<file path="src/common/bsse_pkg.sv">
// shared constants and types of the burner sequence status encoder
// assumes a single 250 MHz clock and interlock inputs already synchronous to it
package bsse_pkg;

	localparam longint unsigned CLK_FREQ_HZ = 64'd250_000_000;
	localparam longint unsigned CYC_PER_MS  = CLK_FREQ_HZ / 64'd1000;
	localparam int unsigned     TIMER_W     = 40;

	// sequence period lengths in milliseconds
	localparam longint unsigned PRE_TEST_TIME_MS    = 64'd10;
	localparam longint unsigned AIRFLOW_TIME_MS     = 64'd10000;
	localparam longint unsigned PURGE_TIME_MS       = 64'd30000;
	localparam longint unsigned LOW_FIRE_TIME_MS    = 64'd5000;
	localparam longint unsigned PILOT_TRIAL_TIME_MS = 64'd10000;
	localparam longint unsigned MAIN_TRIAL_TIME_MS  = 64'd10000;
	localparam longint unsigned POST_PURGE_TIME_MS  = 64'd15000;
	localparam longint unsigned POST_TEST_TIME_MS   = 64'd10;
	localparam longint unsigned FALSE_FLAME_TIME_MS = 64'd60000;

	// sequence-state codes
	localparam logic [7:0] CODE_PRE_TEST    = 8'h45;
	localparam logic [7:0] CODE_AIRFLOW     = 8'h46;
	localparam logic [7:0] CODE_PURGE       = 8'h47;
	localparam logic [7:0] CODE_LOW_FIRE    = 8'h48;
	localparam logic [7:0] CODE_PILOT_TRIAL = 8'h49;
	localparam logic [7:0] CODE_MAIN_TRIAL  = 8'h4A;
	localparam logic [7:0] CODE_RUN         = 8'h4B;
	localparam logic [7:0] CODE_POST_PURGE  = 8'h4C;
	localparam logic [7:0] CODE_POST_TEST   = 8'h4D;
	localparam logic [7:0] CODE_STANDBY     = 8'h4E;

	// message numbers
	localparam logic [7:0] MSG_OP_CTRL_OPEN   = 8'h01;
	localparam logic [7:0] MSG_FALSE_FLAME    = 8'h02;
	localparam logic [7:0] MSG_LOW_FIRE_PURGE = 8'h03;
	localparam logic [7:0] MSG_AIRFLOW_OPEN   = 8'h05;
	localparam logic [7:0] MSG_FLAME_FAIL     = 8'h07;
	localparam logic [7:0] MSG_CHECK_ADDRESS  = 8'h08;
	localparam logic [7:0] MSG_LOW_LIMIT_OPEN = 8'h09;
	localparam logic [7:0] MSG_IGNITION       = 8'h0A;
	localparam logic [7:0] MSG_FLAME_RUN      = 8'h0C;
	localparam logic [7:0] MSG_CYCLE_DONE     = 8'h0D;
	localparam logic [7:0] MSG_HIGH_PURGE     = 8'h18;
	localparam logic [7:0] MSG_FLAME_MAIN     = 8'h24;
	localparam logic [7:0] MSG_EXP_LOCK_BASE  = 8'h28;
	localparam logic [7:0] MSG_EXP_LOCK_LAST  = 8'h35;
	localparam logic [7:0] MSG_DIAG_BASE      = 8'h36;
	localparam logic [7:0] MSG_DIAG_LAST      = 8'h3B;
	localparam logic [7:0] MSG_EXP_HOLD_BASE  = 8'h3C;
	localparam logic [7:0] MSG_EXP_HOLD_LAST  = 8'h4B;
	localparam logic [7:0] MSG_CHECK_SCANNER  = 8'h4C;
	localparam logic [7:0] MSG_PURGE_IL_LAST  = 8'h52;
	localparam logic [7:0] MSG_AIRFLOW_LOCK   = 8'h28;

	localparam int unsigned EXP_LOCK_N = 14;
	localparam int unsigned DIAG_N     = 6;
	localparam int unsigned EXP_HOLD_N = 16;

	typedef enum logic [1:0] {CAT_RUN, CAT_HOLD, CAT_CHECK, CAT_LOCKOUT} bsse_cat_t;

	typedef struct packed {
		logic opCtrl;
		logic airflow;
		logic lowFireSw;
		logic flame;
		logic resetReq;
		logic addrAttention;
	} bsse_inputs_t;

	typedef struct packed {
		logic blower;
		logic driveHighFire;
		logic ignition;
		logic pilotValve;
		logic mainValve;
		logic alarm;
	} bsse_relays_t;

endpackage

</file>
<file path="src/bsse_timer.sv">
// down-counting period timer of the sequencer
// assumes load is a one-cycle request with a value of at least one
`timescale 1ns/10ps
module bsse_timer
	import bsse_pkg::*;
#(
	parameter int unsigned W = TIMER_W
) (
	// clock and reset
	input  wire logic         clk,
	input  wire logic         rstN,
	// control
	input  wire logic         load,
	input  wire logic [W-1:0] loadValue,
	// status
	output logic              expired
);
	logic [W-1:0] count_reg;

	always_ff @(posedge clk or negedge rstN) begin
		if (!rstN) begin
			count_reg <= '0;
		end else if (load) begin
			count_reg <= loadValue - W'(1);
		end else if (count_reg != '0) begin
			count_reg <= count_reg - W'(1);
		end
	end

	// expired rises loadValue cycles after the load (two cycles for a loadValue of one) and holds until the next load
	always_ff @(posedge clk or negedge rstN) begin
		if (!rstN) begin
			expired <= 1'b0;
		end else begin
			expired <= !load && (count_reg <= W'(1));
		end
	end
endmodule

</file>
<file path="src/bsse_msg_class.sv">
// maps a message number onto its run, hold, check or lockout category
// assumes code is steady for at least one cycle; category follows one cycle later
`timescale 1ns/10ps
module bsse_msg_class
	import bsse_pkg::*;
(
	// clock and reset
	input  wire logic  clk,
	input  wire logic  rstN,
	// message in, category out
	input  wire logic [7:0] code,
	output bsse_cat_t  category
);
	function automatic bsse_cat_t classify(input logic [7:0] c);
		bsse_cat_t r;
		r = CAT_CHECK;
		unique case (c) inside
			8'h01, 8'h03, 8'h0A, 8'h0C, 8'h0D, 8'h19, 8'h22, 8'h24, 8'h52: r = CAT_RUN;
			8'h02, 8'h04, 8'h05, 8'h09, 8'h17, 8'h18, 8'h26,
			8'h4D, 8'h4F:                                                  r = CAT_HOLD;
			8'h06, 8'h07, 8'h0F, 8'h4C, 8'h4E, 8'h50, 8'h51:               r = CAT_LOCKOUT;
			[MSG_EXP_LOCK_BASE:MSG_DIAG_LAST]:                             r = CAT_LOCKOUT;
			[MSG_EXP_HOLD_BASE:MSG_EXP_HOLD_LAST]:                         r = CAT_HOLD;
			default:                                                       r = CAT_CHECK;
		endcase
		return r;
	endfunction

	always_ff @(posedge clk or negedge rstN) begin
		if (!rstN) begin
			category <= CAT_RUN;
		end else begin
			category <= classify(code);
		end
	end
endmodule

</file>
<file path="src/bsse_top.sv">
// burner sequencer with sequence-state code, displayed message and lockout message
// assumes all interlock and scanner inputs are synchronous to clk
`timescale 1ns/10ps

// Overview of operation
// standby code 4EH while operating control open or lockout awaits reset
// code 46H while waiting for air-flow switch; hold until closed or lockout
// false flame in purge returns to standby until flame ceases or lockout
// code 47H during open-damper high-fire purge
// code 48H during low-fire start before pilot light-off
// code 49H during pilot trial for ignition
// code 4AH during main-flame trial
// code 4BH during run period
// code 4CH during post purge and cool-down after lockout
// code 45H for pre-cycle test, 4DH for post-cycle test
// displayed and stored lockout messages are numbers
// every message number carries a run, hold, check or lockout category
// expansion interlock lockouts use numbers 40 to 53
// self-diagnostic lockouts use numbers 54 to 59
// open expansion interlock holds use numbers 60 to 75
// purge interlock conditions use numbers 76 to 82
// unit address attention shows message 8, check category
// sequence-state code is for diagnostics only
// sequence-state code changes in the same cycle as the sequencer
module bsse_top
	import bsse_pkg::*;
#(
	parameter longint unsigned PRE_TEST_CYC    = PRE_TEST_TIME_MS * CYC_PER_MS,
	parameter longint unsigned AIRFLOW_CYC     = AIRFLOW_TIME_MS * CYC_PER_MS,
	parameter longint unsigned PURGE_CYC       = PURGE_TIME_MS * CYC_PER_MS,
	parameter longint unsigned LOW_FIRE_CYC    = LOW_FIRE_TIME_MS * CYC_PER_MS,
	parameter longint unsigned PILOT_TRIAL_CYC = AIRFLOW_CYC * PILOT_TRIAL_TIME_MS / AIRFLOW_TIME_MS,
	parameter longint unsigned MAIN_TRIAL_CYC  = AIRFLOW_CYC * MAIN_TRIAL_TIME_MS / AIRFLOW_TIME_MS,
	parameter longint unsigned POST_PURGE_CYC  = PURGE_CYC * POST_PURGE_TIME_MS / PURGE_TIME_MS,
	parameter longint unsigned POST_TEST_CYC   = PRE_TEST_CYC * POST_TEST_TIME_MS / PRE_TEST_TIME_MS,
	parameter longint unsigned FALSE_FLAME_CYC = FALSE_FLAME_TIME_MS * CYC_PER_MS
) (
	// clock and reset
	input  wire logic                  clk,
	input  wire logic                  nrst,
	// interlocks and scanner
	input  wire bsse_inputs_t          in,
	input  wire logic [EXP_LOCK_N-1:0] expLockout,
	input  wire logic [DIAG_N-1:0]     diagFault,
	input  wire logic [EXP_HOLD_N-1:0] expHoldOpen,
	// relays
	output bsse_relays_t               relays_reg,
	// status words
	output logic [7:0]                 seqStateCode_reg,
	output logic [7:0]                 displayMessageNumber_reg,
	output bsse_cat_t                  displayCategory,
	output logic [7:0]                 lockoutMessage_reg,
	output bsse_cat_t                  lockoutCategory,
	output logic                       lockout_reg
);
	typedef enum logic [3:0] {
		ST_STANDBY, ST_PRE_TEST, ST_AIRFLOW_WAIT, ST_PURGE, ST_LOW_FIRE,
		ST_PILOT_TRIAL, ST_MAIN_TRIAL, ST_RUN, ST_POST_PURGE, ST_POST_TEST
	} bsse_state_t;

	localparam longint unsigned TMAX = 64'd1 << TIMER_W;

	if (PRE_TEST_CYC < 1 || AIRFLOW_CYC < 1 || PURGE_CYC < 1 || LOW_FIRE_CYC < 1 ||
		PILOT_TRIAL_CYC < 1 || MAIN_TRIAL_CYC < 1 || POST_PURGE_CYC < 1 ||
		POST_TEST_CYC < 1 || FALSE_FLAME_CYC < 1) begin : g_min_check
		$error("period counts must be at least one cycle");
	end
	if (PURGE_CYC >= TMAX || FALSE_FLAME_CYC >= TMAX || POST_PURGE_CYC >= TMAX ||
		AIRFLOW_CYC >= TMAX || PILOT_TRIAL_CYC >= TMAX || MAIN_TRIAL_CYC >= TMAX ||
		LOW_FIRE_CYC >= TMAX || PRE_TEST_CYC >= TMAX ||
		POST_TEST_CYC >= TMAX) begin : g_max_check
		$error("period count exceeds timer width");
	end

	logic              rstMeta;
	logic              rstSyncN;
	bsse_state_t       state_reg;
	bsse_state_t       state_next;
	logic              falseFlame_reg;
	logic              falseFlame_next;
	logic              lockout_next;
	logic              lockoutEvt;
	logic [7:0]        lockoutCode;
	logic [7:0]        message_next;
	logic              timerLoad;
	logic [TIMER_W-1:0] timerValue;
	logic              timerExpired;
	logic              startOk;

	function automatic logic [7:0] stateCode(input bsse_state_t s);
		logic [7:0] c;
		c = CODE_STANDBY;
		unique case (s)
			ST_STANDBY:     c = CODE_STANDBY;
			ST_PRE_TEST:    c = CODE_PRE_TEST;
			ST_AIRFLOW_WAIT: c = CODE_AIRFLOW;
			ST_PURGE:       c = CODE_PURGE;
			ST_LOW_FIRE:    c = CODE_LOW_FIRE;
			ST_PILOT_TRIAL: c = CODE_PILOT_TRIAL;
			ST_MAIN_TRIAL:  c = CODE_MAIN_TRIAL;
			ST_RUN:         c = CODE_RUN;
			ST_POST_PURGE:  c = CODE_POST_PURGE;
			ST_POST_TEST:   c = CODE_POST_TEST;
		endcase
		return c;
	endfunction

	// reset release through two flip-flops
	always_ff @(posedge clk or negedge nrst) begin
		if (!nrst) begin
			rstMeta  <= 1'b0;
			rstSyncN <= 1'b0;
		end else begin
			rstMeta  <= 1'b1;
			rstSyncN <= rstMeta;
		end
	end

	// lockout source selection: diagnostics first, then expansion, then sequence faults
	always_comb begin
		lockoutEvt  = 1'b0;
		lockoutCode = MSG_FLAME_FAIL;
		if (!lockout_reg) begin
			if ((state_reg == ST_PILOT_TRIAL && timerExpired && !in.flame) ||
				((state_reg == ST_MAIN_TRIAL || state_reg == ST_RUN) && !in.flame)) begin
				lockoutEvt  = 1'b1;
				lockoutCode = MSG_FLAME_FAIL;
			end
			if (state_reg == ST_AIRFLOW_WAIT && timerExpired && !in.airflow) begin
				lockoutEvt  = 1'b1;
				lockoutCode = MSG_AIRFLOW_LOCK;
			end
			if (state_reg == ST_STANDBY && falseFlame_reg && in.flame && timerExpired) begin
				lockoutEvt  = 1'b1;
				lockoutCode = MSG_CHECK_SCANNER;
			end
			for (int i = EXP_LOCK_N - 1; i >= 0; i--) begin
				if (expLockout[i]) begin
					lockoutEvt  = 1'b1;
					lockoutCode = MSG_EXP_LOCK_BASE + 8'(i);
				end
			end
			for (int i = DIAG_N - 1; i >= 0; i--) begin
				if (diagFault[i]) begin
					lockoutEvt  = 1'b1;
					lockoutCode = MSG_DIAG_BASE + 8'(i);
				end
			end
		end
	end

	assign startOk = !lockout_reg && in.opCtrl && !in.flame && !falseFlame_reg &&
		expHoldOpen == '0;

	// sequencer transitions
	always_comb begin
		state_next      = state_reg;
		falseFlame_next = falseFlame_reg && in.flame && !lockoutEvt;
		unique case (state_reg)
			ST_STANDBY:      if (startOk) state_next = ST_PRE_TEST;
			ST_PRE_TEST:     if (timerExpired) state_next = ST_AIRFLOW_WAIT;
			ST_AIRFLOW_WAIT: if (in.airflow) state_next = ST_PURGE;
			ST_PURGE: begin
				if (in.flame) begin
					state_next      = ST_STANDBY;
					falseFlame_next = 1'b1;
				end else if (timerExpired) begin
					state_next = ST_LOW_FIRE;
				end
			end
			ST_LOW_FIRE:     if (timerExpired && in.lowFireSw) state_next = ST_PILOT_TRIAL;
			ST_PILOT_TRIAL:  if (timerExpired && in.flame) state_next = ST_MAIN_TRIAL;
			ST_MAIN_TRIAL:   if (timerExpired) state_next = ST_RUN;
			ST_RUN:          if (!in.opCtrl) state_next = ST_POST_PURGE;
			ST_POST_PURGE: begin
				if (timerExpired) begin
					state_next = lockout_reg ? ST_STANDBY : ST_POST_TEST;
				end
			end
			ST_POST_TEST:    if (timerExpired) state_next = ST_STANDBY;
		endcase
		if (lockoutEvt && state_reg != ST_STANDBY) begin
			state_next = ST_POST_PURGE;
		end
	end

	// a reset request in standby clears the lockout even with a source still active; that source locks out again one cycle later
	assign lockout_next = lockoutEvt ||
		(lockout_reg && !(in.resetReq && state_reg == ST_STANDBY));

	// timer reload on every state change, lockout or false-flame entry
	assign timerLoad = state_next != state_reg || lockoutEvt ||
		(falseFlame_next && !falseFlame_reg);

	always_comb begin
		timerValue = TIMER_W'(1);
		unique case (state_next)
			ST_STANDBY:      timerValue = TIMER_W'(FALSE_FLAME_CYC);
			ST_PRE_TEST:     timerValue = TIMER_W'(PRE_TEST_CYC);
			ST_AIRFLOW_WAIT: timerValue = TIMER_W'(AIRFLOW_CYC);
			ST_PURGE:        timerValue = TIMER_W'(PURGE_CYC);
			ST_LOW_FIRE:     timerValue = TIMER_W'(LOW_FIRE_CYC);
			ST_PILOT_TRIAL:  timerValue = TIMER_W'(PILOT_TRIAL_CYC);
			ST_MAIN_TRIAL:   timerValue = TIMER_W'(MAIN_TRIAL_CYC);
			ST_RUN:          timerValue = TIMER_W'(1);
			ST_POST_PURGE:   timerValue = TIMER_W'(POST_PURGE_CYC);
			ST_POST_TEST:    timerValue = TIMER_W'(POST_TEST_CYC);
		endcase
	end

	bsse_timer #(
		.W (TIMER_W)
	) u_timer (
		.clk       (clk),
		.rstN      (rstSyncN),
		.load      (timerLoad),
		.loadValue (timerValue),
		.expired   (timerExpired)
	);

	always_ff @(posedge clk or negedge rstSyncN) begin
		if (!rstSyncN) begin
			state_reg <= ST_STANDBY;
		end else begin
			state_reg <= state_next;
		end
	end

	// state code loaded from the same next value as the sequencer; diagnostic only
	always_ff @(posedge clk or negedge rstSyncN) begin
		if (!rstSyncN) begin
			seqStateCode_reg <= CODE_STANDBY;
		end else begin
			seqStateCode_reg <= stateCode(state_next);
		end
	end

	always_ff @(posedge clk or negedge rstSyncN) begin
		if (!rstSyncN) begin
			falseFlame_reg     <= 1'b0;
			lockout_reg        <= 1'b0;
			lockoutMessage_reg <= 8'h00;
		end else begin
			falseFlame_reg <= falseFlame_next;
			lockout_reg    <= lockout_next;
			if (lockoutEvt) begin
				lockoutMessage_reg <= lockoutCode;
			end
		end
	end

	// displayed message, highest priority first
	always_comb begin
		message_next = MSG_OP_CTRL_OPEN;
		if (lockout_reg) begin
			message_next = lockoutMessage_reg;
		end else if (in.addrAttention) begin
			message_next = MSG_CHECK_ADDRESS;
		end else begin
			unique case (state_reg)
				ST_STANDBY: begin
					message_next = MSG_OP_CTRL_OPEN;
					if (falseFlame_reg) begin
						message_next = MSG_FALSE_FLAME;
					end else if (in.opCtrl) begin
						for (int i = EXP_HOLD_N - 1; i >= 0; i--) begin
							if (expHoldOpen[i]) begin
								message_next = MSG_EXP_HOLD_BASE + 8'(i);
							end
						end
					end
				end
				ST_PRE_TEST:     message_next = MSG_OP_CTRL_OPEN;
				ST_AIRFLOW_WAIT: message_next = MSG_AIRFLOW_OPEN;
				ST_PURGE:        message_next = MSG_HIGH_PURGE;
				ST_LOW_FIRE: begin
					message_next = in.lowFireSw ? MSG_LOW_FIRE_PURGE : MSG_LOW_LIMIT_OPEN;
				end
				ST_PILOT_TRIAL:  message_next = MSG_IGNITION;
				ST_MAIN_TRIAL:   message_next = MSG_FLAME_MAIN;
				ST_RUN:          message_next = MSG_FLAME_RUN;
				ST_POST_PURGE:   message_next = MSG_CYCLE_DONE;
				ST_POST_TEST:    message_next = MSG_CYCLE_DONE;
			endcase
		end
	end

	always_ff @(posedge clk or negedge rstSyncN) begin
		if (!rstSyncN) begin
			displayMessageNumber_reg <= MSG_OP_CTRL_OPEN;
		end else begin
			displayMessageNumber_reg <= message_next;
		end
	end

	bsse_msg_class u_disp_class (
		.clk      (clk),
		.rstN     (rstSyncN),
		.code     (displayMessageNumber_reg),
		.category (displayCategory)
	);

	bsse_msg_class u_lock_class (
		.clk      (clk),
		.rstN     (rstSyncN),
		.code     (lockoutMessage_reg),
		.category (lockoutCategory)
	);

	// relays other than alarm follow the next state so they switch with the state code; alarm follows lockout_next
	always_ff @(posedge clk or negedge rstSyncN) begin
		if (!rstSyncN) begin
			relays_reg <= '0;
		end else begin
			relays_reg.blower        <= state_next != ST_STANDBY && state_next != ST_PRE_TEST;
			relays_reg.driveHighFire <= state_next == ST_AIRFLOW_WAIT || state_next == ST_PURGE;
			relays_reg.ignition      <= state_next == ST_PILOT_TRIAL || state_next == ST_MAIN_TRIAL;
			relays_reg.pilotValve    <= state_next == ST_PILOT_TRIAL || state_next == ST_MAIN_TRIAL;
			relays_reg.mainValve     <= state_next == ST_MAIN_TRIAL || state_next == ST_RUN;
			relays_reg.alarm         <= lockout_next;
		end
	end
endmodule

</file>
<file path="config.mk">
export PLATFORM = sky130hd
export DESIGN_NAME = bsse_top
export DESIGN_NICKNAME = d
export VERILOG_FILES = /design/src/common/bsse_pkg.sv /design/src/bsse_timer.sv /design/src/bsse_msg_class.sv /design/src/bsse_top.sv
export SDC_FILE = /design/constraint.sdc
export NUM_CORES = 1
export LEC_CHECK = 0
export ABC_AREA = 1
export BUFFER_PORTS_ARGS = -buffer_cell sky130_fd_sc_hd__buf_2
export CAP_MARGIN = 20
export CORE_ASPECT_RATIO = 0.7
export CORE_UTILIZATION = 40
export CTS_CLUSTER_DIAMETER = 50
export DETAILED_ROUTE_END_ITERATION = 8
export GPL_TIMING_DRIVEN = 0
export SLEW_MARGIN = 20
export SYNTH_ARGS = -nofsm -noshare
export SYNTH_HDL_FRONTEND = slang
export SYNTH_SLANG_ARGS = --single-unit
</file>
<file path="constraint.sdc">
create_clock -name clk -period 2.3 [get_ports clk]
set_clock_uncertainty 0.15 [all_clocks]
set_input_delay 0.23 -clock clk [delete_from_list [all_inputs] [get_ports clk]]
set_output_delay 0.23 -clock clk [all_outputs]
set_load 0.05 [all_outputs]
</file>
==> metrics, run 1 <==
Hold WS 0.0266 ns; CP max stage cell dfrtp_2; die height 98.5 um; grt ovf 0; Required @ worst endpoint 2.42 ns; post-placement cell count 1025; largest area contributor in the netlist dfrtp_1; Antenna diodes 0; Cell Pwr Density 1600 nW/um^2; Netlist cell types 52; Post-synth EDFFs 0; die area 13800 sq um; final period utilization 124%; unrepaired setup endpoints after global routing yes; R2R Path Start state_reg[3]; Max H-tree Level 3; Die W 140 um; Final Critical Period 2.84 ns; Worst Setup SP state_reg[3]; Avg Vias per Cell 5.41; Pre-antenna DRT Iters 6; CP cell instances buf_6 > nand2_4 > nor2_4 > o211ai_1 > o21ai_1 > a21oi_1 > nand4_1 > o21a_1 > nand2_4 > inv_2 > nand2_4 > ha_4 > nand3_4 > inv_4 > nand2_4 > a21oi_2; max reg flops 40; largest net degree at the start of global routing 51; Hold Fails Final Rpt 0; TritonCTS Buffers 9; Sinks on Clock Net 75; Max Cap Viol 0; status complete, but fails checks; Post-synth top flop dfrtp_1; estimated wirelength of the detail-placed design 12300 um; synthesized netlist cell count 785; final setup vio count 42; most used cell, CP nand2_4; Routed WL 17900 um; Final Max Slew Viols 0; Syn-to-layout area delta 42.0%; PortBufs 72; fin worst setup slack -0.544 ns; most numerous cell in the Yosys netlist nand2_1; Synth Area per Inst 6.77 sq um; Hold Crit Start diagFault[1]; Iteration-0 DRC Markers 426; crit path capture type flip-flop; violated checks setup timing; CP delay by family, top compound AO/OA/AOI/OAI gates; main area contributors after synthesis dfrtp_1 (33%), nand2_1 (11%), nor2_1 (9.9%); Crit Path Class flip-flop to flip-flop; Final ANT Viol Nets 0; clk_lat worst skew 0.34 ns; Final Core Density 59.6%; Commonest cells post-synth nand2_1 (151), nor2_1 (140), inv_1 (124); Root Driver clkbuf_16; Worst Path Arrival 2.97 ns; Peak VDD IR 0.00103 V; residual DRC count 0; share of cells above drive strength 1 34.6%; Post-Layout Cell Count 1107; clock-pin slew on the worst setup and hold paths 0.07 ns; via count 5987; Seq/Total Area, Yosys 35.4%; CTS tree built; routed length per instance 16.2 um; Hold/Removal Path Class input pin to flip-flop; Leakage 3.63 nW; post-synth top area share 33.4%; WP buf/inv 3; vias in the first global route 5463; Initial Util 41.9%; first-pass GRT wire length 27500 um; area of the core 12700 sq um; fmax 352 MHz; Clock Path Buffers 2; Syn Std Cell Area 5320 sq um; IO Pins 79; routability cong. 0.970; asr flop ratio synth 100%; fillers 1123; num rows 34; GRT Util Overall 25.7%; Max stage delay on crit path 0.45 ns; Yosys Warn Count 0; Max FO, Critical Path 6; startpoint types flip-flop; antenna violations before repair 0; Final nets 987; #FFs+latches synth 75
[cell usage in the layout (no fill, tap or decap), types with 3 or more instances in the layout]
cell,netlist,final
a21oi_1,48,21
a21oi_2,0,26
a311oi_1,4,4
a31oi_1,5,5
buf_12,0,3
buf_2,6,72
buf_4,13,62
buf_6,1,15
buf_8,0,3
clkbuf_16,0,10
conb_1,2,7
dfrtp_1,71,66
dfrtp_2,0,4
dfstp_2,4,4
inv_1,124,109
inv_2,4,15
inv_4,1,4
nand2_1,151,119
nand2_2,2,19
nand2_4,3,16
nand3_1,50,39
nand3_2,0,6
nand3_4,0,5
nand4_1,9,9
nor2_1,140,121
nor2_2,2,9
nor2_4,1,13
nor3_1,15,11
nor3_4,0,3
nor4_1,9,7
nor4_4,1,3
o211ai_1,8,8
o21ai_0,29,20
o21ai_1,8,7
o21ai_2,1,10
o22ai_1,5,5
o31ai_1,7,6
o41ai_1,3,3
xnor2_1,16,16
xor2_1,16,15
[logic make-up (layout without fill, tap and decap cells)]
group / Yosys count / in the layout / synth area share (%)
other cells: 2 / 7 / 0.141
fa+ha+maj: 3 / 3 / 0.706
compound gates: 135 / 135 / 15.4
buf+inv: 149 / 304 / 11.8
simple gates: 389 / 389 / 31.3
flops: 75 / 75 / 35.4
xor+xnor: 32 / 32 / 5.27
[worst reg2reg max path: cells and delay by family, from the launching register on]
family	cells	cell delay, ns
AO/OA/AOI/OAI	5	0.85
flip-flops	1	0.45
AND/OR/NAND/NOR	7	0.75
buffers and inverters	3	0.36
adder cells (fa/ha/maj)	1	0.21
[path summary, 6_finish.rpt]
kind                       slack (ns)  cells past startpoint                     endpoint
max                             -0.54                     16        u_timer.count_reg[22]
min                              0.03                      5        lockoutMessage_reg[0]
max reg2reg                     -0.54                     16        u_timer.count_reg[22]
min reg2reg                      0.09                      0          seqStateCode_reg[0]
max in group asynchronous        1.29                      1  displayMessageNumber_reg[0]
min in group asynchronous        0.05                      2                     rstSyncN
[area by class of cell]
class | count | area (sq um) | area share, %
inverter | 129 | 502 | 6.64
clock buffer | 10 | 239 | 3.16
clock inverter | 6 | 88.8 | 1.18
buffer | 20 | 216 | 2.87
timing repair buffer | 139 | 956 | 12.7
sequential | 75 | 1890 | 25.0
tap | 162 | 203 | 2.68
multi-input combinational | 566 | 3460 | 45.8
[metal layers]
metal	GRT usage, %	wire (um)	up-vias	part of all wire [%]
met5	0	0	-	0
met4	5.66	293	0	1.6
met3	7.05	1970	29	11
met2	35.3	7010	327	39
met1	39.5	8650	2781	48
li1	-	-	2850	-
[repair_timing]
item / CTS / global route
gates cloned: 1 / 1
hold buffers: 2 / 0
gates resized for setup: 101 / 72
pin swaps: 28 / 30
setup buffers: 43 / 19
endpoints found under the setup margin: 43 / 45
hold endpoints to repair: 3 / 0
[per-stage QoR]
stage | setup WS, ns | total power [W] | TNS (ns) | cell area [sq um]
2_1_floorplan | -0.0892 | 0.00670 | -2.28 | 5480
3_3_place_gp | -0.780 | 0.00817 | -24.09 | 6040
3_5_place_dp | -0.792 | 0.00823 | -23.60 | 6070
4_1_cts | -0.350 | 0.0107 | -12.46 | 7090
5_1_grt | -0.578 | 0.0128 | -21.44 | 7550
6_report | -0.544 | 0.0121 | -19.38 | 7550
[where the power goes]
part | switching (W) | total (W) | internal [W]
registers | 0.000457 | 0.00231 | 0.00186
clock network | 0.000601 | 0.00158 | 0.000980
logic | 0.00509 | 0.00816 | 0.00307
total | 0.00615 | 0.0121 | 0.00590
Note: power is estimated with default switching activity, not from simulation.
==> run 2, diff against run 1 <==
--- a/config.mk
+++ b/config.mk
@@ -5,14 +5,14 @@
 export SDC_FILE = /design/constraint.sdc
 export NUM_CORES = 1
 export LEC_CHECK = 0
-export ABC_AREA = 1
 export BUFFER_PORTS_ARGS = -buffer_cell sky130_fd_sc_hd__buf_2
 export CAP_MARGIN = 20
 export CORE_ASPECT_RATIO = 0.7
-export CORE_UTILIZATION = 40
+export CORE_UTILIZATION = 53
 export CTS_CLUSTER_DIAMETER = 50
 export DETAILED_ROUTE_END_ITERATION = 8
 export GPL_TIMING_DRIVEN = 0
+export PLACE_DENSITY = 0.78
 export SLEW_MARGIN = 20
 export SYNTH_ARGS = -nofsm -noshare
 export SYNTH_HDL_FRONTEND = slang
==> metrics, run 2 <==
Final ANT Viol Nets 0 (unchanged); fin worst setup slack -0.857 ns (-0.313 ns); Routed WL 23100 um (+29%); Slew @ Worst Pin 0.642 ns; residual DRC count 30 (+30); Crit Path Class flip-flop to flip-flop; fmax 317 MHz (-9.9%); commonest cells after routing, fill and taps aside buf_2 (70), dfrtp_1 (62), buf_4 (59), nor2_1 (58), nand2_1 (46); antenna violations before repair 0 (unchanged); Worst Path Arrival 3.24 ns (+0.27 ns); Post-synth EDFFs 0 (unchanged); Hold/Removal Path Class input pin to flip-flop; main combinational cell family by area after synthesis simple AND/OR/NAND/NOR gates; via count 6760 (+13%); startpoint types flip-flop; total power 0.00877 W (-27%); max reg flops 40 (unchanged); Synth Area per Inst 8.29 sq um (+22%); Synth Area in Compound Gates 24.1% (+8.6 points); fillers 545 (-51%); FF/Latch Area 1900 sq um (+0.27%); Max FO, Critical Path 5 (-1); CTS tree built; clk_lat worst skew 0.36 ns (+0.02 ns); Final Critical Period 3.16 ns (+0.313 ns); Max H-tree Level 3 (unchanged); Cell Pwr Density 1130 nW/um^2 (-29%); first-pass GRT wire length 29200 um (+5.9%); crit path capture type flip-flop; Post-Synth Simple-Gate Area 27.1% (-4.2 points); Initial Util 54.8% (+13 points); GRT Util Overall 36.0% (+10 points); violated checks DRC, setup timing; Final nets 851 (-14%); Leakage 3.08 nW (-15%); Peak VDD IR 0.000560 V (-46%); asr flop ratio synth 100% (unchanged); Root Driver clkbuf_16; Iteration-0 DRC Markers 1378 (+220%); #FFs+latches synth 75 (unchanged); pre-CTS setup slack -1.56 ns (-0.772 ns); commonest non-fill, non-tap cell in the layout buf_2; Seq/Total Area, Yosys 35.2% (-0.23 points); Commonest cells post-synth dfrtp_1 (71), nor2_1 (71), nand2_1 (51); unrepaired setup endpoints after global routing yes; Hold WS 0.00916 ns (-0.0174 ns); Clock Path Buffers 2 (unchanged); main area contributors after synthesis dfrtp_1 (33%), nor2_1 (5.0%), xnor2_1 (4.7%); Max Cap Viol 0 (unchanged); largest net degree at the start of global routing 47 (-7.8%); area of the core 9760 sq um (-23%); synthesized netlist cell count 646 (-18%); share of cells above drive strength 1 40.5% (+5.9 points); PortBufs 72 (unchanged); Syn-to-layout area delta 45.1%; multiplexer share of the synthesized area 0.748% (+0.75 points); die area 10500 sq um (-24%); Antenna diodes 0 (unchanged); Final Max Slew Viols 0 (unchanged); estimated wirelength of the detail-placed design 11500 um (-7.0%); routed length per instance 24.7 um (+52%); Avg Vias per Cell 7.21 (+33%); Sinks on Clock Net 75 (unchanged); Final Core Density 79.6% (+20 points); Syn Std Cell Area 5350 sq um (+0.66%); Post-synth top flop dfrtp_1; adder-cell area share of the yosys netlist 0.701% (-0.0046 points); Die W 122 um (-13%); num rows 30 (-12%); total negative slack -24.54 ns (-5.16 ns); Hold Fails Final Rpt 0 (unchanged); TritonCTS Buffers 9 (unchanged); final setup vio count 55 (+31%); Required @ worst endpoint 2.38 ns (-0.04 ns); routability cong. 0.894 (-7.9%); clock-pin slew on the worst setup and hold paths 0.07 ns (about the same); Yosys Warn Count 0 (unchanged); status complete, but fails checks; die height 86.1 um (-13%); Max-slew headroom 57.2%; grt ovf 0 (unchanged); post-synthesis xor/xnor area fraction 6.55% (+1.3 points); post-synth top area share 33.2% (-0.22 points); multi-input logic area 3910 sq um (+13%); vias in the first global route 5800 (+6.2%); Netlist cell types 85 (+63%); IO Pins 79 (unchanged); largest area contributor in the netlist dfrtp_1; final period utilization 137% (+14 points); Pre-antenna DRT Iters 9 (+3)
## run 2: changes by cell type in the layout (fill, tap and decap cells not counted), moves of 9 or more
cell,before,now
nand2_2,19,3
nand3_1,39,15
nand2_4,16,3
nor2_1,121,58
nand2_1,119,46
a21oi_2,26,13
nor3_1,11,22
inv_2,15,1
clkbuf_1,0,11
inv_1,109,16
buf_6,15,25
xnor2_1,16,27
nand2b_1,0,9
a21oi_1,21,32
## run 2: logic make-up (layout without fill, tap and decap cells)
group / Yosys count / in the layout
adder cells (fa/ha/maj): 3 / 3
XOR/XNOR: 40 / 40
AND/OR/NAND/NOR: 270 / 270
flip-flops: 75 / 75
other: 2 / 7
buffers and inverters: 63 / 221
multiplexers: 4 / 4
AO/OA/AOI/OAI: 189 / 189
## run 2: layer usage
metal | GRT usage, % | part of all wire, % | vias up
met5 | 0 | 0 | -
met4 | 15.3 | 7.9 | 0
met3 | 10.6 | 15 | 232
met2 | 53.8 | 40 | 752
met1 | 48.6 | 37 | 3098
li1 | - | - | 2678
## run 2: stage by stage
stage | instances | cell area [sq um]
5_1_grt | 937 | 7770
6_report | 937 | 7770
3_5_place_dp | 852 | 6060
3_3_place_gp | 851 | 6030
4_1_cts | 921 | 7380
2_1_floorplan | 651 | 5510
## run 2: cell type report
type	count	area share, %
buffer	38	4.06
clock buffer	9	2.90
clock inverter	7	1.05
inverter	19	0.999
multi-input combinational	513	50.3
sequential	75	24.4
tap	128	2.06
timing repair buffer	148	14.2
## run 2: what timing repair did
action / CTS / global route
gates cloned: 1 / 1
hold endpoints to repair: 4 / 0
pin swaps: 54 / 30
setup endpoints to repair: 59 / 62
hold buffers: 3 / 0
resized for setup: 126 / 63
setup buffers: 55 / 23
## run 2: final timing paths
| path | startpoint | to | slack (ns) | depth (start not counted) |
|---|---|---|---|---|
| worst max-delay path | u_timer.expired | u_timer.count_reg[15] | -0.86 | 13 |
| worst min-delay path | expHoldOpen[1] | displayMessageNumber_reg[0] | 0.009 | 3 |
| worst max register to register | u_timer.expired | u_timer.count_reg[15] | -0.86 | 13 |
| worst min register to register | rstSyncN | displayMessageNumber_reg[2] | 0.12 | 0 |
| max in group asynchronous | rstSyncN | seqStateCode_reg[2] | 1.25 | 1 |
| min in group asynchronous | nrst | rstSyncN | 0.03 | 2 |
## run 2: report_power, final
group | internal (W) | switching, W | total [W] | leakage (nW)
logic | 0.00190 | 0.00306 | 0.00496 | 2.06
clock network | 0.000857 | 0.000666 | 0.00152 | 0.147
registers | 0.00175 | 0.000540 | 0.00229 | 0.879
total | 0.00450 | 0.00427 | 0.00877 | 3.08
## run 2: critical path, cell delays in order, from the launching register on
cell and delay, ns:
dfrtp_2 0.46, buf_4 0.17, a21oi_4 0.17, o311ai_4 0.14, o31ai_4 0.36, o211ai_4 0.18, inv_4 0.15, nand2_4 0.08
nor3_4 0.24, inv_2 0.09, ha_4 0.18, or3_1 0.39, a21oi_2 0.18, o32ai_2 0.11
